`config.mk`:
```
export PLATFORM = sky130hd
export DESIGN_NAME = fiber_sgmii_interrupt_regs
export DESIGN_NICKNAME = d
export VERILOG_FILES = /design/src/hdl/fiber_sgmii_interrupt_regs.v /design/src/hdl/event_latch.v
export VERILOG_INCLUDE_DIRS = /design/src /design/src/shared
export SDC_FILE = /design/constraint.sdc
export NUM_CORES = 1
export LEC_CHECK = 0
export ABC_AREA = 1
export BUFFER_PORTS_ARGS = -buffer_cell sky130_fd_sc_hd__buf_2
export CAP_MARGIN = 25
export CELL_PAD_IN_SITES_DETAIL_PLACEMENT = 1
export CELL_PAD_IN_SITES_GLOBAL_PLACEMENT = 1
export CORE_ASPECT_RATIO = 0.5
export CORE_MARGIN = 2
export CORE_UTILIZATION = 35
export DETAILED_ROUTE_END_ITERATION = 7
export PLACE_DENSITY = 0.81
export SYNTH_ARGS = -nofsm -noshare
export SYNTH_HDL_FRONTEND = slang
export SYNTH_HIERARCHICAL = 1
export SYNTH_SLANG_ARGS = --single-unit
export TNS_END_PERCENT = 5
```
`constraint.sdc`:
```
create_clock -name clk_i -period 2.1 [get_ports clk_i]
set_input_delay 0.315 -clock clk_i [delete_from_list [all_inputs] [get_ports clk_i]]
set_output_delay 0.315 -clock clk_i [all_outputs]
set_load 0.01 [all_outputs]
```
`src/shared/fiber_irq_defines.vh`:
```
`ifndef FIBER_IRQ_DEFINES_VH
`define FIBER_IRQ_DEFINES_VH

// offsets are word indices; the bus byte address is index times four
`define FX_CTRL0_IDX      12'hC10
`define FX_EVT_EN_IDX     12'hC18
`define FX_EVT_STS_IDX    12'hC19
`define FX_IRQ_MASK_IDX   12'hC1A

`define FX_ADDR_W         14

`define FX_CTRL0_RESET    16'h0000
`define FX_EVT_EN_RESET   16'h03FF
`define FX_EVT_STS_RESET  16'h0000
`define FX_IRQ_MASK_RESET 16'h03FF

`define FX_SD_IGNORE_BIT  9
`define FX_EVT_W          10

`define FX_EVT_FAR_FAULT  9
`define FX_EVT_TXF_FULL   8
`define FX_EVT_TXF_EMPTY  7
`define FX_EVT_RXF_FULL   6
`define FX_EVT_RXF_EMPTY  5
`define FX_EVT_LINK_CHG   4
`define FX_EVT_LP_FAULT   3
`define FX_EVT_PRI_FAIL   2
`define FX_EVT_LP_NP      1
`define FX_EVT_LP_BP      0

`endif

```
`src/hdl/fiber_sgmii_interrupt_regs.v`:
```
// How it works
// ctrl bit 9 set ignores signal-detect pin
// ten enable bits, reset all enabled
// pending bits clear when status read
// status resets zero, bits 15-10 zero
// bit 9 is far-end fault received
// bits 8-5 are FIFO full/empty events
// bits 4-0 are link and negotiation events
// irq when pending, enabled and unmasked; latch always
//
// Decided for this implementation: the Wishbone slave port.
`timescale 1ns/1ps
`include "fiber_irq_defines.vh"

module fiber_sgmii_interrupt_regs (
    input  wire                 clk_i,          // 200 MHz clock
    input  wire                 rst_i,          // sync reset, high
    input  wire                 wb_cyc_i,       // wishbone cycle
    input  wire                 wb_stb_i,       // wishbone strobe
    input  wire                 wb_we_i,        // write enable
    input  wire [`FX_ADDR_W-1:0] wb_adr_i,      // byte address
    input  wire [3:0]           wb_sel_i,       // byte selects
    input  wire [31:0]          wb_dat_i,       // write data
    output reg  [31:0]          wb_dat_o,       // read data
    output reg                  wb_ack_o,       // acknowledge
    output reg                  wb_err_o,       // unmapped address
    input  wire                 signal_detect_i, // external sd pin
    input  wire                 far_end_fault_i, // event pulses
    input  wire                 tx_fifo_full_i,
    input  wire                 tx_fifo_empty_i,
    input  wire                 rx_fifo_full_i,
    input  wire                 rx_fifo_empty_i,
    input  wire                 link_change_i,
    input  wire                 partner_fault_i,
    input  wire                 priority_resolve_fail_i,
    input  wire                 partner_next_page_i,
    input  wire                 partner_base_page_i,
    output reg                  signal_detect_o, // effective detect
    output reg                  irq_o           // level interrupt
);

    ////////////////////////////////////////////////////////////////////
    function [11:0] word_index;
        input [`FX_ADDR_W-1:0] adr;
        begin
            word_index = adr[`FX_ADDR_W-1:2];
        end
    endfunction

    function [15:0] merge16;
        input [15:0] old;
        input [31:0] wd;
        input [3:0]  sel;
        begin
            merge16[7:0]  = sel[0] ? wd[7:0]  : old[7:0];
            merge16[15:8] = sel[1] ? wd[15:8] : old[15:8];
        end
    endfunction

    ////////////////////////////////////////////////////////////////////
    reg  [15:0]           ctrl_reg;
    reg  [`FX_EVT_W-1:0]  enable_reg;
    reg  [`FX_EVT_W-1:0]  mask_reg;
    wire [`FX_EVT_W-1:0]  pending;
    wire [`FX_EVT_W-1:0]  events;
    wire [11:0]           idx;
    wire                  req;
    wire                  hit;
    wire                  sts_read;
    reg  [15:0]           rd_next;
    reg  [15:0]           merged;

    localparam [15:0] EN_RST   = `FX_EVT_EN_RESET;
    localparam [15:0] MASK_RST = `FX_IRQ_MASK_RESET;

    assign idx = word_index(wb_adr_i);
    // answer one cycle after request; ack drops the cycle after
    assign req = wb_cyc_i & wb_stb_i & ~wb_ack_o & ~wb_err_o;
    assign hit = (idx == `FX_CTRL0_IDX) | (idx == `FX_EVT_EN_IDX) |
                 (idx == `FX_EVT_STS_IDX) | (idx == `FX_IRQ_MASK_IDX);

    // read clears pending
    assign sts_read = req & ~wb_we_i & (idx == `FX_EVT_STS_IDX);

    // far-end fault on bit 9
    // fifo events bits 8-5
    // link and page events bits 4-0
    assign events = {far_end_fault_i, tx_fifo_full_i, tx_fifo_empty_i,
                     rx_fifo_full_i, rx_fifo_empty_i, link_change_i,
                     partner_fault_i, priority_resolve_fail_i,
                     partner_next_page_i, partner_base_page_i};

    // latch regardless of enable
    event_latch latch_u (
        .clk_i (clk_i),
        .rst_i (rst_i),
        .set_i (events),
        .clr_i (sts_read),
        .q_o   (pending)
    );

    ////////////////////////////////////////////////////////////////////
    always @* begin
        case (idx)
            `FX_CTRL0_IDX:
                merged = merge16(ctrl_reg, wb_dat_i, wb_sel_i);
            `FX_EVT_EN_IDX:
                merged = merge16({6'h00, enable_reg}, wb_dat_i, wb_sel_i);
            `FX_IRQ_MASK_IDX:
                merged = merge16({6'h00, mask_reg}, wb_dat_i, wb_sel_i);
            default:
                merged = 16'h0000;
        endcase
        case (idx)
            `FX_CTRL0_IDX:    rd_next = ctrl_reg;
            `FX_EVT_EN_IDX:   rd_next = {6'h00, enable_reg};
            // upper bits read zero
            `FX_EVT_STS_IDX:  rd_next = {6'h00, pending};
            `FX_IRQ_MASK_IDX: rd_next = {6'h00, mask_reg};
            default:          rd_next = 16'h0000;
        endcase
    end

    always @(posedge clk_i) begin
        if (rst_i) begin
            // control resets to zero
            ctrl_reg   <= `FX_CTRL0_RESET;
            // all sources enabled
            enable_reg <= EN_RST[`FX_EVT_W-1:0];
            mask_reg   <= MASK_RST[`FX_EVT_W-1:0];
            wb_ack_o   <= 1'b0;
            wb_err_o   <= 1'b0;
            wb_dat_o   <= 32'h0000_0000;
        end else begin
            wb_ack_o <= req & hit;
            wb_err_o <= req & ~hit;
            wb_dat_o <= (req & hit & ~wb_we_i) ? {16'h0000, rd_next}
                                               : 32'h0000_0000;
            if (req & wb_we_i) begin
                case (idx)
                    `FX_CTRL0_IDX: begin
                        // only bit 9 writable; rest reserved zero
                        ctrl_reg[`FX_SD_IGNORE_BIT] <=
                            merged[`FX_SD_IGNORE_BIT];
                    end
                    `FX_EVT_EN_IDX: begin
                        // write 1 enables
                        enable_reg <= merged[`FX_EVT_W-1:0];
                    end
                    `FX_IRQ_MASK_IDX: begin
                        mask_reg <= merged[`FX_EVT_W-1:0];
                    end
                    default: begin
                        ctrl_reg <= ctrl_reg;
                    end
                endcase
            end
        end
    end

    ////////////////////////////////////////////////////////////////////
    always @(posedge clk_i) begin
        if (rst_i) begin
            signal_detect_o <= 1'b0;
            irq_o           <= 1'b0;
        end else begin
            // bit set forces detect, pin ignored
            signal_detect_o <= ctrl_reg[`FX_SD_IGNORE_BIT] | signal_detect_i;
            // pending and enabled and unmasked
            irq_o <= |(pending & enable_reg & mask_reg);
        end
    end

endmodule // fiber_sgmii_interrupt_regs

```
`src/hdl/event_latch.v`:
```
`timescale 1ns/1ps
`include "fiber_irq_defines.vh"

module event_latch (
    input  wire                 clk_i,   // system clock
    input  wire                 rst_i,   // sync reset, high
    input  wire [`FX_EVT_W-1:0] set_i,   // event pulses
    input  wire                 clr_i,   // clear all, one cycle
    output reg  [`FX_EVT_W-1:0] q_o      // sticky bits
);

    localparam [15:0] STS_RST = `FX_EVT_STS_RESET;

    // set wins over a clear in the same cycle
    always @(posedge clk_i) begin
        if (rst_i) begin
            q_o <= STS_RST[`FX_EVT_W-1:0];
        end else begin
            q_o <= (clr_i ? {`FX_EVT_W{1'b0}} : q_o) | set_i;
        end
    end

endmodule // event_latch

```
==> results of run 1 <==
[worst max-delay path: stages]
cell and delay [ns]:
buf_2 0.11, nor2_2 0.11, nand2_2 0.10, nor2_8 0.19, nand2_2 0.07, buf_4 0.17, nand3_2 0.09, nand3_2 0.25
nor2_1 0.19
[path summary, 6_finish.rpt]
check | startpoint | end | slack, ns | cells past startpoint
worst max register to register | wb_err_o | mask_reg[5] | 0.78 | 6
worst min register to register | ctrl_reg[9] | signal_detect_o | 0.49 | 2
worst min-delay path | signal_detect_i | signal_detect_o | 0.23 | 3
worst max-delay path | wb_adr_i[11] | wb_dat_o[8] | 0.71 | 9
[cell type report]
type / instances / area [um^2] / share of cell area [%]
Timing Repair Buffer: 59 / 310 / 10.1
Sequential cell: 45 / 901 / 29.2
Inverter: 71 / 270 / 8.77
Tap cell: 96 / 120 / 3.90
Clock buffer: 5 / 125 / 4.06
Clock inverter: 2 / 35.0 / 1.14
Multi-Input combinational cell: 293 / 1320 / 42.9
[cells in the mapped netlist, drive strengths merged]
library cell and number:
nand2 136, inv 70, nor2 46, dfxtp 45, a21oi 31, buf 28, nand3 28, o21ai 23
clkbuf 4, nand4 3, nor3 2, a31oi 1, clkinv 1, conb 1, o31ai 1
[logic make-up (layout without fill, tap and decap cells)]
kind of cell | count (synthesis) | in the layout
AOI/OAI and AO/OA | 56 | 56
DFF | 45 | 45
other | 1 | 22
buffers and inverters | 103 | 137
and+or+nand+nor | 215 | 215
[cells in the final DEF, fill, tap and decap left out, types with 6 or more instances in the layout]
master / count
conb_1: 22
a21oi_1: 21
nand2_1: 131
dfxtp_1: 45
a21oi_2: 10
buf_2: 53
o21ai_0: 22
nand3_1: 26
nor2_1: 40
inv_1: 66
buf_4: 6
[stage by stage]
step           power [W]  instances  utilization [%]
6_report         0.00194        571             42.1
5_1_grt          0.00203        571             42.1
4_1_cts          0.00196        571             42.1
3_5_place_dp     0.00109        564             39.9
3_3_place_gp     0.00109        564             39.9
2_1_floorplan    0.00105        441                -
[routing by layer]
metal  wire length, um  track usage, %  up-vias
met5                 0               0        -
li1                  -               -     1346
met1              3370            22.2     1251
met3               341            2.85        8
met2              3360            31.7       66
met4                75            5.36        0
[power by group through the flow]
stage / combinational [W] / sequential, W / clock, W
2_1_floorplan: 0.000151 / 0.000899 / 0
3_3_place_gp: 0.000183 / 0.000903 / 0
3_5_place_dp: 0.000188 / 0.000904 / 0
4_1_cts: 0.000190 / 0.000885 / 0.000888
5_1_grt: 0.000212 / 0.000886 / 0.000929
6_report: 0.000188 / 0.000885 / 0.000871
==> out/results.ini, run 1 <==
[flow_run]
cap_viol_max_count = 0

[final_layout]
diodes = 0
drive_gt1_share_pct = 20.0
fin_area_um2 = 3080
area_growth_pct = 16.7
fin_nets = 541
fillers = 1002

[synth]
synth.distinct_cells = 26
synthXorXnorAreaFrac_pct = 0
synthCells = 420
synth.avg_cell_area_um2 = 6.29
synth.area.mux_share_pct = 0
synth-simple-area-share_pct = 34.6
yosysWarnings = 6
syn_area_um2 = 2640
seq_area_frac_synth_pct = 34.1
synth_fa_ha_area_share_pct = 0
synth_top_family_by_area = simple AND/OR/NAND/NOR gates
synth_top_area_share_pct = 34.1
ys_seq_elements = 45
synthTopCellsByArea = dfxtp_1, nand2_1, inv_1, buf_4, nor2_1
yosysTopAreaCell = dfxtp_1
synth_compound_area_share_pct = 12.3

[floorplanning]
row_count = 22
core_um2 = 7320
initial_utilization_pct = 36.1
dieArea_um2 = 8300
num_io_pins = 102
fp.dieW_um = 127
die_h_um = 65.4

[placed_design]
port_buffers = 53
gp_congestion = 0.797
place_area_um2 = 2920
pre_cts_ws_ns = 0.394
post-dp-hpwl_um = 5360

[worst_setup_path]
worstSetupStartpointType = input pin
required_ns = 2.31
cp_max_fo = 10
path_class = input pin to flop
cp-end-kind = flop
worstPathArrival_ns = 1.60

[pwr]
p_int_w = 0.00149
swShare_pct = 23.2
vdd_ir_drop_max_mv = 0.378
power.leakage_nw = 1.75
p_comb_share_pct = 9.7
p_per_area_nw_per_um2 = 630
pwr-share-clk_pct = 44.8
seq_power_share_pct = 45.5
switchingPower_w = 0.000450

[grt]
grt_pass1_vias = 2494
grt_overflow = 0
grt_pass1_wl_um = 11500
grt_max_degree = 25
global_route.usage.total_pct = 17.7
antenna_found_initial = 0

[clocking]
htree_num_levels = 2
tritoncts = built
max-clock-path-buffers = 2
post_cts_buffers = 0
clock_latency_ns = 0.29
cts_resized = 0
cts.root.buffer_cell = clkbuf_16
clkTransAtPathRegs_ns = 0.06
clkSinkCount = 45
cts_made_buffers = 5
ctsHoldBuffers = 0

[sta]
fin_ws_ns = 0.709
finalCritPeriodShare_pct = 66.2
setup_violations = 0
tns_ns = 0
max_freq_ghz = 0.719
final.setup_skew_ns = 0.00766
hold_viol_final = 0
hold_slack_ns = 0.235
rsz0062_at_grt = no
layout_min_cycle_time_ns = 1.39
slew_violations = 0

[detailed_routing]
vias_per_cell = 4.68
drt_first_iter_violations = 117
wl_per_cell_um = 12.5
routed_wl_um = 7140
vias = 2671
drt_pass1_iterations = 4
ant_nets = 0
drcViolationCount = 0

[hold_path]
hp-class = input pin to flop

[outcome]
status = finished clean

No activity file was read; power rests on OpenSTA's default activity.
==> run 2, diff against run 1 <==
CORE_UTILIZATION = 33   (was 35)
PLACE_DENSITY = 0.77   (was 0.81)
clock period = 1.4 ns   (was 2.1 ns; I/O delays follow)
==> run 2 against run 1 <==
Compared with the run above:
- sequential power increased by 50%
- critical path depth decreased by 3
- critical path type is now flop to flop
- register-to-register slack got worse by 0.69 ns
- hold slack worse by 0.090 ns
- global-route usage about the same
- final area increased by 3.1%
==> out/results.ini, run 2 (synthesized netlist as in run 1, its figures left out) <==
[outcome]
status = finished clean  ; unchanged

[placed_design]
gp_congestion = 0.832  ; was 0.797
port_buffers = 53  ; unchanged
pre_cts_ws_ns = -0.0819  ; was 0.394 ns
dp_cells = 588  ; was 564
post-dp-hpwl_um = 5690  ; was 5360 um

[detailed_routing]
routed_wl_um = 7470  ; was 7140 um
vias = 2692  ; was 2,671
drt_pass1_iterations = 4  ; unchanged
ant_nets = 0  ; unchanged
wl_per_cell_um = 12.6  ; was 12.5 um
vias_per_cell = 4.52  ; was 4.68
drcViolationCount = 0  ; unchanged
drt_first_iter_violations = 90  ; was 117

[final_layout]
layout_common_cells = nand2_1, inv_1, buf_2  ; unchanged
drive_gt1_share_pct = 21.8  ; was 20.0%
finish.utilization_pct = 42.1  ; about the same
diodes = 0  ; unchanged
instances_no_fill = 595  ; was 571
fin_nets = 553  ; was 541
layout_commonest_cell = nand2_1  ; unchanged
area_growth_pct = 20.3  ; was 16.7%

[floorplanning]
initial_utilization_pct = 35.0  ; was 36.1%
fp.dieW_um = 131  ; was 127 um
die_h_um = 67.3  ; was 65.4 um
num_io_pins = 102  ; unchanged
row_count = 22  ; unchanged
core_um2 = 7540  ; was 7320 um^2
dieArea_um2 = 8780  ; was 8300 um^2

[worst_setup_path]
cp.depth = 6  ; was 9
ff2ff_setup_slack_ns = 0.09  ; was 0.78 ns
required_ns = 1.57  ; was 2.31 ns
worstPathArrival_ns = 1.48  ; was 1.60 ns
endpoint = mask_reg[3]  ; was wb_dat_o[8]
path_cells = inv_1 -> nand4_1 -> nor2_1 -> inv_2 -> a21oi_1 -> nand2_1  ; was buf_2 -> nor2_2 -> nand2_2 -> nor2_8 -> nand2_2 -> buf_4 -> nand3_2 -> nand3_2 -> nor2_1
cp-end-kind = flop  ; unchanged
worstReg2RegStart = wb_err_o  ; unchanged
worst-path-buf-inv = 2  ; unchanged
cp_slowest_stage_delay_ns = 0.31  ; was 0.25 ns
worstSetupStartpointType = flop  ; was input pin
startpoint = wb_err_o  ; was wb_adr_i[11]
r2r_end = mask_reg[3]  ; was mask_reg[5]
critPathSlowestCell = dfxtp_1  ; was nand3_2
path_class = flop to flop  ; was input pin to flop
worst_r2r_path_depth = 6  ; unchanged
path_delay_family = simple AND/OR/NAND/NOR gates  ; unchanged
cp_max_fo = 10  ; unchanged

[sta]
hold_viol_final = 0  ; unchanged
max_freq_ghz = 0.762
hold_slack_ns = 0.145  ; was 0.235 ns
final.setup_skew_ns = 0.00850  ; was 0.00766 ns
layout_min_cycle_time_ns = 1.31
fin_ws_ns = 0.0871  ; was 0.709 ns
setup_violations = 0  ; unchanged
slew_violations = 0  ; unchanged
tns_ns = 0  ; unchanged
rsz0062_at_grt = yes  ; was no
finalCritPeriodShare_pct = 93.8

[hold_path]
hp-class = input pin to flop  ; unchanged

[clocking]
max-clock-path-buffers = 2  ; unchanged
cts_resized = 0  ; unchanged
clkTransAtPathRegs_ns = 0.06  ; about the same
tritoncts = built  ; unchanged
ctsHoldBuffers = 0  ; unchanged
htree_num_levels = 2  ; unchanged
clock_latency_ns = 0.28  ; was 0.29 ns
cts_made_buffers = 5  ; unchanged
clkSinkCount = 45  ; unchanged
cts.root.buffer_cell = clkbuf_16  ; unchanged
post_cts_buffers = 0  ; unchanged

[grt]
grt_pass1_wl_um = 12100  ; was 11,500 um
global_route.usage.total_pct = 17.7  ; about the same
grt_overflow = 0  ; unchanged
antenna_found_initial = 0  ; unchanged
grt_max_degree = 27  ; was 25
grt_pass1_vias = 2581  ; was 2,494

[pwr]
power.leakage_nw = 1.80  ; was 1.75 nW
vdd_ir_drop_max_mv = 0.505  ; was 0.378 mV
p_per_area_nw_per_um2 = 867  ; was 630 nW/um^2

[flow_run]
cap_viol_max_count = 0  ; unchanged

-- run 2: layout make-up --
type                            count  area (um^2)
Sequential cell                    45          901
Multi-Input combinational cell    293         1320
Clock buffer                        6          129
Clock inverter                      1         8.76
Tap cell                          108          135
Fill cell                        1051         4360
Timing Repair Buffer               71          413
Inverter                           71          270
-- run 2: stage by stage --
step | total power, W | area [um^2]
2_1_floorplan | 0.00158 | 2720
3_3_place_gp | 0.00164 | 3040
3_5_place_dp | 0.00165 | 3040
4_1_cts | 0.00278 | 3180
5_1_grt | 0.00287 | 3180
6_report | 0.00276 | 3180
-- run 2: worst min-delay path by stage --
stage,endpoint,from,slack [ns],depth (start not counted)
6_report,signal_detect_o,signal_detect_i,0.14,3
3_3_place_gp,signal_detect_o,signal_detect_i,0.42,3
5_1_grt,signal_detect_o,signal_detect_i,0.16,3
2_1_floorplan,mask_reg[8],rst_i,0.31,2
3_5_place_dp,signal_detect_o,signal_detect_i,0.43,3
4_1_cts,signal_detect_o,signal_detect_i,0.15,3
-- run 2: worst min-delay path, cell delays in order --
cell and delay [ns]:
buf_2 0.08, nor2_1 0.03, nor2_1 0.07
-- run 2: power by group --
group | switching [W] | total, W | internal, W
sequential | 0.0000204 | 0.00133 | 0.00131
combinational | 0.000181 | 0.000292 | 0.000111
clock | 0.000482 | 0.00114 | 0.000656
total | 0.000684 | 0.00276 | 0.00207
-- run 2: metal layers --
layer,part of all wire (%),vias up,GRT usage (%)
met5,0,-,0
met4,0.41,0,2.66
li1,-,1370,-
met3,5.1,2,3.17
met2,47,64,31.8
met1,48,1256,22.9
